[src/fcl_pkg.sv]
// Purpose: shared constants and types of the configuration loader
// Assumes: 10 MHz system clock
// Notes: flash opcodes follow the common serial flash command set
package fcl_pkg;
  localparam int CLK_NS = 100;
  localparam int WAKE_WAIT_NS = 30000;
  // least wait rounds up to whole cycles
  localparam int WAKE_WAIT_CYC = (WAKE_WAIT_NS + CLK_NS - 1) / CLK_NS;
  localparam logic [8:0] WAIT_LAST = 9'(WAKE_WAIT_CYC - 1);

  localparam logic [7:0] CMD_WAKE = 8'hAB;
  localparam logic [7:0] CMD_FAST_READ = 8'h0B;
  localparam logic [23:0] READ_ADDR = 24'h000000;
  localparam logic [8:0] WAKE_BITS_LAST = 9'h007;
  localparam logic [8:0] READ_BITS_LAST = 9'h01F;
  localparam logic [8:0] DUMMY_BITS_LAST = 9'h007;
  localparam logic [2:0] SPI_PH_LAST = 3'h7;

  localparam int SYNC_W = 46;
  localparam int MEM_AW = 6;
  localparam int MEM_DEPTH = 64;
  localparam logic [6:0] CFG_WORDS = 7'h40;
  localparam logic [5:0] WORD_BITS = 6'h20;

  // log2 of the data width
  localparam logic [2:0] LW_ACTIVE_MAX = 3'h2;
  localparam logic [2:0] LW_PASSIVE_MAX = 3'h5;
  localparam logic [2:0] LW_JTAG = 3'h0;

  localparam logic [SYNC_W-1:0] SYNC_RST = 46'h0;
  localparam logic [31:0] WORD_RST = 32'h0;

  typedef enum logic [1:0] {
    MODE_ACTIVE = 2'h0,
    MODE_PASSIVE = 2'h1,
    MODE_JTAG = 2'h2
  } fcl_mode_t;

  typedef enum logic [2:0] {
    ST_IDLE = 3'h0,
    ST_WAKE = 3'h1,
    ST_WAIT = 3'h2,
    ST_READ_CMD = 3'h3,
    ST_DUMMY = 3'h4,
    ST_DATA = 3'h5,
    ST_SLAVE = 3'h6,
    ST_DONE = 3'h7
  } fcl_state_t;
endpackage

[src/fcl_mem_if.sv]
// Purpose: write and read path between loader and configuration memory
// Assumes: both ends on the system clock
// Notes: read data is registered inside the memory
interface fcl_mem_if;
  logic wr_en;
  logic [5:0] wr_addr;
  logic [31:0] wr_data;
  logic [5:0] rd_addr;
  logic [31:0] rd_data;

  modport loader (
    output wr_en,
    output wr_addr,
    output wr_data,
    output rd_addr,
    input rd_data
  );

  modport mem (
    input wr_en,
    input wr_addr,
    input wr_data,
    input rd_addr,
    output rd_data
  );
endinterface

[src/fcl_cfg_mem.sv]
// Purpose: configuration memory, one write and one registered read port
// Assumes: synchronous active-high reset clears only the read register
// Notes: contents are volatile and undefined until loaded
module fcl_cfg_mem
  import fcl_pkg::*;
(
  // clock and reset
  input wire logic clock,
  input wire logic sys_rst,
  // memory port
  fcl_mem_if.mem mem_if
);
  logic [31:0] store [MEM_DEPTH];
  logic [31:0] rd_data_q;

  always_ff @(posedge clock)
  begin
    if (mem_if.wr_en)
    begin
      store[mem_if.wr_addr] <= mem_if.wr_data;
    end
  end

  always_ff @(posedge clock)
  begin
    if (sys_rst)
    begin
      rd_data_q <= WORD_RST;
    end
    else
    begin
      rd_data_q <= store[mem_if.rd_addr];
    end
  end

  assign mem_if.rd_data = rd_data_q;
endmodule

[src/fcl_loader.sv]
// Purpose: configuration loader: active serial flash, passive and jtag loading
// Assumes: 10 MHz clock; every pin input passes two flip-flops
// Notes: serial clock is divided down, eight system cycles per flash bit

// Function
// host holds config_reset_n low after power up, then raises it to start.
// active mode: device drives the flash clock from its own clock.
// first flash command in active mode is release from power down.
// at least 30 us pass after the wake command before the next command.
// then fast read from address zero, data read sequentially as bitstream.
// passive mode: external master supplies select, clock and data.
// widths: active 1/2/4, passive 1 to 32, jtag 1 bit.
// jtag port loads the configuration as a third mode.
// memory loads after every power up; no user mode before completion.
// while config_reset_n is low stay idle; restart on every rising edge.
// keep taking data until the whole bitstream is written, then release.
module fcl_loader
  import fcl_pkg::*;
(
  // clock and reset
  input wire logic clock,
  input wire logic sys_rst,
  // configuration control pins
  input wire logic config_reset_n,
  input wire logic [1:0] mode_sel,
  input wire logic [2:0] width_sel,
  // serial flash, active mode
  output logic flash_sclk,
  output logic flash_cs_n,
  output logic [3:0] flash_io_o,
  output logic [3:0] flash_io_oe_n,
  input wire logic [3:0] flash_io_i,
  // passive master
  input wire logic pas_clk,
  input wire logic pas_cs_n,
  input wire logic [31:0] pas_data,
  // jtag
  input wire logic jtag_tck,
  input wire logic jtag_tdi,
  // user side
  output logic user_mode,
  input wire logic [5:0] user_rd_addr,
  output logic [31:0] user_rd_data
);
  function automatic logic [5:0] fcl_bits(input logic [2:0] lw);
    fcl_bits = 6'h01 << lw;
  endfunction

  function automatic logic [31:0] fcl_mask(input logic [2:0] lw);
    fcl_mask = (lw == LW_PASSIVE_MAX) ? 32'hFFFFFFFF : ((32'h1 << fcl_bits(lw)) - 32'h1);
  endfunction

  function automatic logic spi_busy(input fcl_state_t st);
    spi_busy = (st == ST_WAKE) || (st == ST_READ_CMD) || (st == ST_DUMMY) || (st == ST_DATA);
  endfunction

  fcl_mem_if mem_if ();

  fcl_cfg_mem u_mem (
    .clock(clock),
    .sys_rst(sys_rst),
    .mem_if(mem_if)
  );

  logic [SYNC_W-1:0] sync1_q, sync2_q;
  logic rst_n_s, pclk_s, pcs_n_s, tck_s, tdi_s;
  logic [1:0] mode_s;
  logic [2:0] lw_s;
  logic [3:0] fio_s;
  logic [31:0] pdata_s;
  logic rst_prev_q, pclk_prev_q, tck_prev_q;

  always_ff @(posedge clock)
  begin
    if (sys_rst)
    begin
      sync1_q <= SYNC_RST;
      sync2_q <= SYNC_RST;
      rst_prev_q <= 1'b0;
      pclk_prev_q <= 1'b0;
      tck_prev_q <= 1'b0;
    end
    else
    begin
      sync1_q <= {config_reset_n, pas_clk, pas_cs_n, jtag_tck, jtag_tdi, mode_sel, width_sel, flash_io_i, pas_data};
      sync2_q <= sync1_q;
      rst_prev_q <= rst_n_s;
      pclk_prev_q <= pclk_s;
      tck_prev_q <= tck_s;
    end
  end

  assign {rst_n_s, pclk_s, pcs_n_s, tck_s, tdi_s, mode_s, lw_s, fio_s, pdata_s} = sync2_q;

  fcl_state_t st_q, st_d;
  fcl_mode_t mode_q, mode_d;
  logic [2:0] ph_q, ph_d, lw_q, lw_d;
  logic [8:0] cnt_q, cnt_d;
  logic [31:0] tx_q, tx_d, acc_q, acc_d, wr_data_q, wr_data_d;
  logic [5:0] fill_q, fill_d, wr_addr_q, wr_addr_d;
  logic [6:0] words_q, words_d;
  logic wr_en_q, wr_en_d, sclk_q, sclk_d, cs_n_q, cs_n_d, mosi_q, mosi_d;
  logic oe0_n_q, oe0_n_d, user_q, user_d;
  logic take, bit_end, rst_rise;
  logic [31:0] chunk;
  logic [5:0] fsum;

  // a rising edge of the synchronised reset pin starts a load
  assign rst_rise = rst_n_s && !rst_prev_q;

  always_comb
  begin
    st_d = st_q;
    mode_d = mode_q;
    lw_d = lw_q;
    ph_d = ph_q;
    cnt_d = cnt_q;
    tx_d = tx_q;
    acc_d = acc_q;
    fill_d = fill_q;
    words_d = words_q;
    wr_en_d = 1'b0;
    wr_addr_d = wr_addr_q;
    wr_data_d = wr_data_q;
    take = 1'b0;
    chunk = WORD_RST;
    fsum = 6'h00;
    bit_end = (ph_q == SPI_PH_LAST);
    if (spi_busy(st_q))
    begin
      ph_d = ph_q + 3'h1;
    end
    if (spi_busy(st_q) && bit_end)
    begin
      tx_d = {tx_q[30:0], 1'b0};
    end
    unique case (st_q)
      ST_IDLE:
      begin
        if (rst_rise)
        begin
          acc_d = WORD_RST;
          fill_d = 6'h00;
          words_d = 7'h00;
          wr_addr_d = 6'h00;
          ph_d = 3'h0;
          // illegal widths are clamped to the widest legal one
          if (mode_s == 2'h1)
          begin
            mode_d = MODE_PASSIVE;
            lw_d = (lw_s > LW_PASSIVE_MAX) ? LW_PASSIVE_MAX : lw_s;
            st_d = ST_SLAVE;
          end
          else if (mode_s == 2'h2)
          begin
            mode_d = MODE_JTAG;
            lw_d = LW_JTAG;
            st_d = ST_SLAVE;
          end
          else
          begin
            mode_d = MODE_ACTIVE;
            lw_d = (lw_s > LW_ACTIVE_MAX) ? LW_ACTIVE_MAX : lw_s;
            tx_d = {CMD_WAKE, 24'h000000};
            cnt_d = WAKE_BITS_LAST;
            st_d = ST_WAKE;
          end
        end
      end
      ST_WAKE:
      begin
        if (bit_end)
        begin
          cnt_d = cnt_q - 9'h001;
          if (cnt_q == 9'h000)
          begin
            cnt_d = 9'h000;
            st_d = ST_WAIT;
          end
        end
      end
      ST_WAIT:
      begin
        cnt_d = cnt_q + 9'h001;
        if (cnt_q == WAIT_LAST)
        begin
          tx_d = {CMD_FAST_READ, READ_ADDR};
          cnt_d = READ_BITS_LAST;
          ph_d = 3'h0;
          st_d = ST_READ_CMD;
        end
      end
      ST_READ_CMD:
      begin
        if (bit_end)
        begin
          cnt_d = (cnt_q == 9'h000) ? DUMMY_BITS_LAST : cnt_q - 9'h001;
          st_d = (cnt_q == 9'h000) ? ST_DUMMY : ST_READ_CMD;
        end
      end
      ST_DUMMY:
      begin
        if (bit_end)
        begin
          cnt_d = cnt_q - 9'h001;
          st_d = (cnt_q == 9'h000) ? ST_DATA : ST_DUMMY;
        end
      end
      ST_DATA:
      begin
        // sampled at the end of the high phase, after the sync delay settles
        take = bit_end;
        chunk = (lw_q == 3'h0) ? {31'h0, fio_s[1]} : {28'h0, fio_s};
      end
      ST_SLAVE:
      begin
        if (mode_q == MODE_JTAG)
        begin
          take = tck_s && !tck_prev_q;
          chunk = {31'h0, tdi_s};
        end
        else
        begin
          take = pclk_s && !pclk_prev_q && !pcs_n_s;
          chunk = pdata_s;
        end
      end
      ST_DONE:
      begin
      end
    endcase
    if (take)
    begin
      acc_d = (acc_q << fcl_bits(lw_q)) | (chunk & fcl_mask(lw_q));
      fsum = fill_q + fcl_bits(lw_q);
      fill_d = fsum;
      if (fsum == WORD_BITS)
      begin
        fill_d = 6'h00;
        wr_en_d = 1'b1;
        wr_data_d = acc_d;
        wr_addr_d = words_q[5:0];
        words_d = words_q + 7'h01;
        if (words_d == CFG_WORDS)
        begin
          st_d = ST_DONE;
        end
      end
    end
    if (!rst_n_s)
    begin
      st_d = ST_IDLE;
      ph_d = 3'h0;
    end
    sclk_d = spi_busy(st_d) && ph_d[2];
    cs_n_d = !spi_busy(st_d);
    mosi_d = tx_d[31];
    oe0_n_d = !((st_d == ST_WAKE) || (st_d == ST_READ_CMD));
    // release on the same clock edge that writes the last word into the memory
    user_d = (st_q == ST_DONE) && rst_n_s;
  end

  always_ff @(posedge clock)
  begin
    if (sys_rst)
    begin
      st_q <= ST_IDLE;
      mode_q <= MODE_ACTIVE;
      lw_q <= LW_JTAG;
      ph_q <= 3'h0;
      cnt_q <= 9'h000;
      tx_q <= WORD_RST;
      acc_q <= WORD_RST;
      fill_q <= 6'h00;
      words_q <= 7'h00;
      wr_en_q <= 1'b0;
      wr_addr_q <= 6'h00;
      wr_data_q <= WORD_RST;
      sclk_q <= 1'b0;
      cs_n_q <= 1'b1;
      mosi_q <= 1'b0;
      oe0_n_q <= 1'b1;
      user_q <= 1'b0;
    end
    else
    begin
      st_q <= st_d;
      mode_q <= mode_d;
      lw_q <= lw_d;
      ph_q <= ph_d;
      cnt_q <= cnt_d;
      tx_q <= tx_d;
      acc_q <= acc_d;
      fill_q <= fill_d;
      words_q <= words_d;
      wr_en_q <= wr_en_d;
      wr_addr_q <= wr_addr_d;
      wr_data_q <= wr_data_d;
      sclk_q <= sclk_d;
      cs_n_q <= cs_n_d;
      mosi_q <= mosi_d;
      oe0_n_q <= oe0_n_d;
      user_q <= user_d;
    end
  end

  assign mem_if.wr_en = wr_en_q;
  assign mem_if.wr_addr = wr_addr_q;
  assign mem_if.wr_data = wr_data_q;
  assign mem_if.rd_addr = user_rd_addr;
  assign user_rd_data = mem_if.rd_data;
  assign flash_sclk = sclk_q;
  assign flash_cs_n = cs_n_q;
  // upper lanes stay released; they are only ever inputs here
  assign flash_io_o = {3'h7, mosi_q};
  assign flash_io_oe_n = {3'h7, oe0_n_q};
  assign user_mode = user_q;

  AST_CLK_ACTIVE_ONLY: assert property (@(posedge clock) disable iff (sys_rst)
    sclk_q |-> (mode_q == MODE_ACTIVE) && !cs_n_q)
    else $error("flash clock toggles outside an active load");

  AST_WAKE_FIRST: assert property (@(posedge clock) disable iff (sys_rst)
    $rose(st_q == ST_WAKE) |-> ($past(st_q) == ST_IDLE) && (tx_q[31:24] == CMD_WAKE) && !oe0_n_q)
    else $error("first flash command is not the wake command");

  AST_WAKE_WAIT: assert property (@(posedge clock) disable iff (sys_rst)
    $rose(st_q == ST_READ_CMD) |-> ($past(cnt_q) == WAIT_LAST) && $past(cs_n_q))
    else $error("fast read issued before the wake wait elapsed");

  AST_FAST_READ_ZERO: assert property (@(posedge clock) disable iff (sys_rst)
    $rose(st_q == ST_READ_CMD) |-> (tx_q == {CMD_FAST_READ, READ_ADDR}) ##1 (!cs_n_q || !$past(rst_n_s)))
    else $error("fast read command or start address wrong");

  AST_WIDTH_LEGAL: assert property (@(posedge clock) disable iff (sys_rst)
    (st_q != ST_IDLE) |-> ((mode_q == MODE_ACTIVE) && (lw_q <= LW_ACTIVE_MAX))
      || ((mode_q == MODE_PASSIVE) && (lw_q <= LW_PASSIVE_MAX)) || ((mode_q == MODE_JTAG) && (lw_q == LW_JTAG)))
    else $error("data width not legal for the mode");

  AST_JTAG_SHIFT: assert property (@(posedge clock) disable iff (sys_rst)
    (st_q == ST_SLAVE) && (mode_q == MODE_JTAG) && tck_s && !tck_prev_q && rst_n_s |=> acc_q[0] == $past(tdi_s))
    else $error("jtag bit not taken on clock edge");

  AST_NO_EARLY_USER: assert property (@(posedge clock) disable iff (sys_rst)
    user_mode |-> (words_q == CFG_WORDS) && (st_q == ST_DONE))
    else $error("user mode entered before load complete");

  AST_IDLE_IN_RESET: assert property (@(posedge clock) disable iff (sys_rst)
    !rst_n_s |=> (st_q == ST_IDLE) && cs_n_q && !sclk_q && !user_mode)
    else $error("loader active while configuration reset held");

  AST_RELEASE_AFTER_LAST: assert property (@(posedge clock) disable iff (sys_rst)
    wr_en_q && (wr_addr_q == 6'h3F) && rst_n_s |=> user_mode)
    else $error("user mode not released after the last word");
endmodule

[config.mk]
export PLATFORM = sky130hd
export DESIGN_NAME = fcl_loader
export DESIGN_NICKNAME = d
export VERILOG_FILES = /design/src/fcl_pkg.sv /design/src/fcl_mem_if.sv /design/src/fcl_cfg_mem.sv /design/src/fcl_loader.sv
export SDC_FILE = /design/constraint.sdc
export NUM_CORES = 2
export LEC_CHECK = 0
export BUFFER_PORTS_ARGS = -buffer_cell sky130_fd_sc_hd__buf_2
export CELL_PAD_IN_SITES_DETAIL_PLACEMENT = 1
export CELL_PAD_IN_SITES_GLOBAL_PLACEMENT = 2
export CORE_UTILIZATION = 45
export CTS_CLUSTER_DIAMETER = 50
export DETAILED_ROUTE_END_ITERATION = 16
export PLACE_DENSITY_LB_ADDON = 0.1
export SLEW_MARGIN = 5
export SYNTH_ARGS = -nofsm -noshare
export SYNTH_HDL_FRONTEND = slang
export SYNTH_SLANG_ARGS = --single-unit
[constraint.sdc]
create_clock -name clock -period 7.76 [get_ports clock]
set_input_delay 0.776 -clock clock [delete_from_list [all_inputs] [get_ports clock]]
set_output_delay 0.776 -clock clock [all_outputs]
set_load 0.01 [all_outputs]
# == Yosys cells after proc, flatten, opt, wreduce, memory -nomap -nowiden ==
# Memories as Yosys holds them, arrays and structs flattened. A register that Yosys moved wholly into a read port is not among the register bits.
# Cells that the tools add are included.
# word_totals
input_bits,54
memories,1
word_cells,161
ram_bits,2048
ff_bits,236
output_inout_bits,43
# memory_table
name,words,word_bits,rd,rd_ports_with_merged_regs,wr,line,rtl
u_mem.store,64,32,1,1,1,fcl_cfg_mem.sv:13,logic [31:0] store [MEM_DEPTH];
# classes
add_sub_neg,6
muxes,66
n_reduce_logical,31
bitwise_logic,4
shift,3
n_eq_ne,25
magnitude_cmp,2
# ops
op,count
32-bit 2-to-1 mux,10
32-bit case mux with 2 select lines,2
9-bit 2-to-1 mux,9
3-bit 2-to-1 mux,21
6-bit 2-to-1 mux,8
9-bit case mux with 5 select lines,1
32-bit AND,1
32-bit OR,1
"1-bit by 6-bit left shift with 32-bit output, first input constant",1
32-bit by 6-bit left shift with 32-bit output,1
"32-bit by 1-bit subtractor with 32-bit output, second input constant",1
7-bit 2-to-1 mux,4
"3-bit == test, second input constant",8
3-bit case mux with 5 select lines,1
"2-bit != test, second input constant",6
"9-bit by 1-bit adder with 9-bit output, second input constant",1
"3-bit by 2-bit == test with 1-bit output, second input constant",3
"9-bit == test, second input constant",1
9-bit logical NOT,1
"9-bit by 1-bit subtractor with 9-bit output, second input constant",1
"7-bit by 1-bit adder with 7-bit output, second input constant",1
"7-bit == test, second input constant",1
1-bit logical AND,7
7-bit AND reduction,1
22 further kinds,45

# == Depth between registers and ports, before layout ==
# logic_depth
ltp_word,14
ltp_mapped,15
depth_no_buf,9

# == Hierarchy ==
# From an unflattened synthesis, not the netlist that was laid out.
# unflattened
cells_unflattened,4670
hier_area_um2,90346.6
# by_module_without_submodules
module,n_inst,seq_area_each_um2,cells_per_inst,area_each_um2
fcl_cfg_mem,1,62139.6,3386,79364.9
fcl_loader,1,4704.5,1284,10981.8

# == Least setup slack after synthesis ==
# No wires, ideal clock.
# synth_timing
path_kind,register to register
start,reg lw_q[0]
end,reg words_q[2]
synth_period_minus_slack_ns,3.661
required_ns,7.629
path_stages_with_launch,16
setup_slack_ns,4.099
arrival_ns,3.530
n_path_buf,7
path_cell_list,dfxtp_1 -> buf_4 -> clkbuf_1 -> clkbuf_1 -> clkbuf_1 -> nor3_1 -> ha_1 -> clkbuf_1 -> and4b_1 -> a311oi_2 -> a31oi_2 -> or3_1 -> buf_2 -> buf_1 -> o211ai_1 -> o41ai_2
# synth_between
elab_chain_cells,5
# synth_lines
item,line,rtl
from (decl),fcl_loader.sv:97,"logic [2:0] ph_q, ph_d, lw_q, lw_d;"
from (signal assigned),fcl_loader.sv:289,lw_q <= lw_d;
1-bit by 3-bit left shift with 6-bit output,fcl_loader.sv:46,fcl_bits = 6'h01 << lw;
6-bit adder,fcl_loader.sv:235,fsum = fill_q + fcl_bits(lw_q);
6-bit == test,fcl_loader.sv:237,if (fsum == WORD_BITS)
7-bit 2-to-1 mux,fcl_loader.sv:237,
7-bit 2-to-1 mux,fcl_loader.sv:232,if (take)
to (signal assigned),fcl_loader.sv:295,words_q <= words_d;
to (decl),fcl_loader.sv:101,"logic [6:0] words_q, words_d;"
# Every way passes these cells.
# A chain may end at the register's enable or synchronous reset.

# == Final worst setup path ==
# layout_timing
start,reg lw_q[1]
end,"reg sclk_q, in the netlist flash_sclk"
# layout_between
elab_chain_cells,11
elab_cells_between_ends,14
classes_between,add/sub: 1; eq/ne: 5; shift: 1; mux: 3; reduce/logical: 4
# layout_lines
item,line,rtl
1-bit by 3-bit left shift with 6-bit output *,fcl_loader.sv:46,
6-bit adder *,fcl_loader.sv:235,
6-bit == test *,fcl_loader.sv:237,
3-bit 2-to-1 mux *,fcl_loader.sv:237,
3-bit 2-to-1 mux *,fcl_loader.sv:232,
3-bit 2-to-1 mux *,fcl_loader.sv:250,if (!rst_n_s)
3-bit by 1-bit == test with 1-bit output or 3-bit by 2-bit == test with 1-bit output (tied branches),fcl_loader.sv:54,spi_busy = (st == ST_WAKE) || (st == ST_READ_CMD) || (st == ST_DUMMY) || (st == ST_DATA);
1-bit logical OR (2 in series),fcl_loader.sv:54,
1-bit logical OR *,fcl_loader.sv:54,
1-bit logical AND *,fcl_loader.sv:255,sclk_d = spi_busy(st_d) && ph_d[2];
to (signal assigned),fcl_loader.sv:299,sclk_q <= sclk_d;
to (decl),fcl_loader.sv:102,"logic wr_en_q, wr_en_d, sclk_q, sclk_d, cs_n_q, cs_n_d, mosi_q, mosi_d;"
# Mark *: on every way between the ends. The rest lies on a longest branch, timed or not.

==> results.py <==
metrics = {
    "floorplan": {
        "dieArea_um2": 201000,
        "die_h_um": 448.3,
        "io_pins": 97,
        "core_um2": 197600,
        "die_w_um": 448.3,
        "rows": 163,
        "start_util_pct": 45.36,
    },
    "route": {
        "viasPerCell": 6.075,
        "ant_nets": 0,
        "drt_iter0_drc": 4894,
        "drc": 0,
        "avgRoutedWirePerCell_um": 33.09,
        "vias": 45720,
        "dr.pass1.iters": 7,
        "drt_wl_total_um": 249100,
    },
    "cts": {
        "cts.sinks": 2315,
        "numCtsBuffers": 281,
        "tritoncts": "built",
        "root_buffer": "clkbuf_16",
        "insertion_delay_ns": 0.93,
        "clock_path_buffers": 4,
        "hold_buffers": 0,
        "ctsResizeCount": 0,
        "htree_levels": 5,
        "cts_setup_buffers": 0,
        "clk_pin_slew_ns": 0.06,
    },
    "power_and_ir_drop": {
        "intPower_mw": 21.24,
        "power_density_nw_per_um2": 260.9,
        "ir_drop_mv": 0.2578,
        "switching_share_pct": 20.65,
        "power_switching_mw": 5.528,
        "clkPwrFrac_pct": 46.4,
        "p_seq_share_pct": 50.2,
        "leakagePower_nw": 32.84,
        "power_mw": 26.77,
        "comb_power_share_pct": 3.5,
    },
    "synth": {
        "syn-cell-area_um2": 89650,
        "netlist_instances": 4470,
        "synth_cell_type_count": 79,
        "synthMuxAreaShare_pct": 16.87,
        "synth-simple-area-share_pct": 3.496,
        "synth_area_leaders": "edfxtp_1 69%, mux4_2 16%, dfxtp_1 6.0%",
        "synth_top_cell_area_share_pct": 68.60,
        "yosys_register_bits": 2315,
        "synthAdderAreaFrac_pct": 0.2094,
        "synth_top_family_by_area": "multiplexers",
        "synth-xor-area-share_pct": 0.09770,
        "yosys.area.top_type": "edfxtp_1",
        "synth-main-ff-cell": "edfxtp_1",
        "ys_warn_count": 0,
        "avgSynthCellArea_um2": 20.06,
        "synth_edf_count": 2048,
        "synth_seq_area_share_pct": 74.56,
        "synth-async-reset-ratio_pct": 0,
        "synth_compound_area_share_pct": 3.320,
    },
    "timing": {
        "finalCriticalPeriod_ns": 4.196,
        "slew_viol_final": 0,
        "hold_viol_final": 0,
        "holdWs_ns": 0.07981,
        "finalSetupViolCount": 0,
        "skew_ns": 0.05021,
        "fin_tns_setup_ns": 0,
        "clock.fmax_mhz": 238.3,
        "worst_slack_ns": 3.564,
        "rsz0062_at_grt": "no",
        "relSlewSlack_pct": 15.67,
        "worst_pin_slew_ns": 1.258,
        "period_share_pct": 54.07,
    },
    "critical_path": {
        "path_max_fanout": 48,
        "cp-endpoint": "flash_sclk$_SDFF_PP0_",
        "crit_path_start": "lw_q[1]$_SDFFE_PP0P_",
        "worstPathRequired_ns": 8.54,
        "path_class": "reg -> reg",
        "cp-start-kind": "flop",
        "critPathCaptureType": "flop",
        "ff2ff_path_depth": 10,
        "ff2ff_setup_slack_ns": 3.56,
        "crit_arrival_ns": 4.97,
        "r2r_end": "flash_sclk$_SDFF_PP0_",
        "r2r_start": "lw_q[1]$_SDFFE_PP0P_",
    },
    "finish": {
        "synthToLayoutAreaGrowth_pct": 14.42,
        "layout_commonest_cell": "edfxtp_1",
        "drive_gt1_share_pct": 27.97,
        "post-route-util_pct": 51.91,
        "fin_nets": 4755,
        "mostFrequentLayoutCells": "2048 x edfxtp_1, 630 x mux4_2, 289 x clkbuf_16",
    },
    "global_routing": {
        "gr-usage-met2_pct": 41.14,
        "grt_pass1_wl_um": 353100,
        "globalRouteOverflowTotal": 0,
        "top_usage_layer": "met2",
        "grtUsageMet1_pct": 35.71,
        "antenna_found_initial": 10,
        "met3_usage_pct": 3.571,
        "track_usage_pct": 25.04,
        "grt_max_degree": 108,
        "grt_pass1_vias": 47140,
    },
    "run_status": {
        "outcome": "finished, final reports clean",
    },
    "min_path": {
        "whs_path_depth": 2,
        "hold_start": "flash_io_i[3]",
        "hold_class": "in -> reg",
    },
    "placed_design": {
        "portBuffers": 90,
        "gp_congestion": 0.7700,
        "dpl.hpwl_um": 134400,
        "dp_worst_setup_slack_ns": 3.178,
    },
    "run": {
        "cap_violations": 0,
    },
}
layout make-up:
class / instances / area, µm²
Multi-Input combinational cell: 1845 / 22030
Fill cell: 17300 / 95050
Tap cell: 2640 / 3303
Clock buffer: 359 / 7575
Sequential cell: 2315 / 66890
Timing Repair Buffer: 222 / 1627
Clock inverter: 121 / 1066
Antenna cell: 3 / 7.507
Inverter: 21 / 78.83
logic make-up after synthesis:
logic type,Yosys count
buffers and inverters,315
AND/OR/NAND/NOR,629
other,1
multiplexers,722
XOR/XNOR,10
AO/OA/AOI/OAI,463
adder cells (fa/ha/maj),15
flip-flops,2315
per-layer routing:
metal / share of wire [%] / wire (µm)
met1: 43 / 107200
met2: 49 / 123100
met3: 5.8 / 14400
met4: 1.8 / 4394
met5: 0 / 0
critical path: stages, from the launching register on:
cell and delay, ns:
dfxtp_2 0.32, buf_4 0.47, inv_1 0.46, nor3_1 0.25
ha_1 0.33, o21ai_0 0.17, o21ai_2 0.18, mux2i_1 0.49
o31a_1 0.81, a31oi_1 0.26, o211a_1 0.28
power by group through the flow:
stage	logic [mW]	clock network, mW	registers [mW]
floorplan	0.641	0	13.7
global placement	0.940	0	13.7
detailed placement	0.943	0	13.7
CTS	0.946	12.7	13.4
global route	0.988	13.1	13.4
finish	0.927	12.4	13.4
worst min-delay path by stage:
stage / slack, ns / to
2_1_floorplan: 0.41 / tx_q[0]$_SDFF_PP0_
3_3_place_gp: 0.42 / sync2_q[37]$_SDFF_PP0_
3_5_place_dp: 0.42 / tx_q[0]$_SDFF_PP0_
4_1_cts: 0.01 / sync1_q[1]$_SDFF_PP0_
5_1_grt: 0.05 / sync1_q[34]$_SDFF_PP0_
6_report: 0.08 / sync1_q[35]$_SDFF_PP0_
metrics by stage:
stage / instances / area [µm²]
final: 7526 / 102600
after global routing: 7524 / 102600
after global placement: 7043 / 93930
after floorplan: 4475 / 89670
after detailed placement: 7043 / 93930
after CTS: 7523 / 102600
Yosys cell counts, types with 4 or more instances:
master / number
or3_1: 6
dfxtp_1: 267
nor2b_1: 134
nand4_1: 5
edfxtp_1: 2048
and2_1: 5
o32ai_1: 5
mux4_2: 630
a22oi_1: 10
and3_1: 11
nand2_1: 160
buf_2: 57
buf_4: 9
nand3b_1: 6
xnor2_1: 9
o21a_1: 9
nor3_1: 27
clkbuf_1: 171
mux2_2: 8
nor2_1: 121
buf_1: 56
a21o_1: 10
nand2b_1: 20
a311oi_1: 4
a211oi_1: 48
o2bb2ai_1: 6
mux2i_1: 84
nor4_1: 6
a21oi_1: 165
nand3_1: 100
o22ai_1: 35
inv_1: 21
ha_1: 15
nor3b_1: 6
o21ai_0: 69
o211ai_1: 19
a31oi_1: 17
or2_2: 4
a221o_1: 7
a221oi_1: 13
o221ai_1: 7
sequential cells by signal, indices dropped and copies added (netlist names):
| name | flops |
|---|---|
| u_mem.store | 2048 |
| acc_q | 32 |
| sync1_q | 46 |
| u_mem.mem_if.rd_data | 32 |
| flash_cs_n | 1 |
| mem_if.wr_data | 32 |
| words_q | 7 |
| st_q | 3 |
| user_mode | 1 |
| mode_q | 2 |
| oe0_n_q | 1 |
| ph_q | 3 |
| tx_q | 32 |
| rst_prev_q | 1 |
| cnt_q | 9 |
| fill_q | 6 |
| pclk_prev_q | 1 |
| mem_if.wr_en | 1 |
| lw_q | 3 |
| flash_sclk | 1 |
| mem_if.wr_addr | 6 |
| tck_prev_q | 1 |
| sync2_q | 46 |
Note: power is estimated with default switching activity, not from simulation.
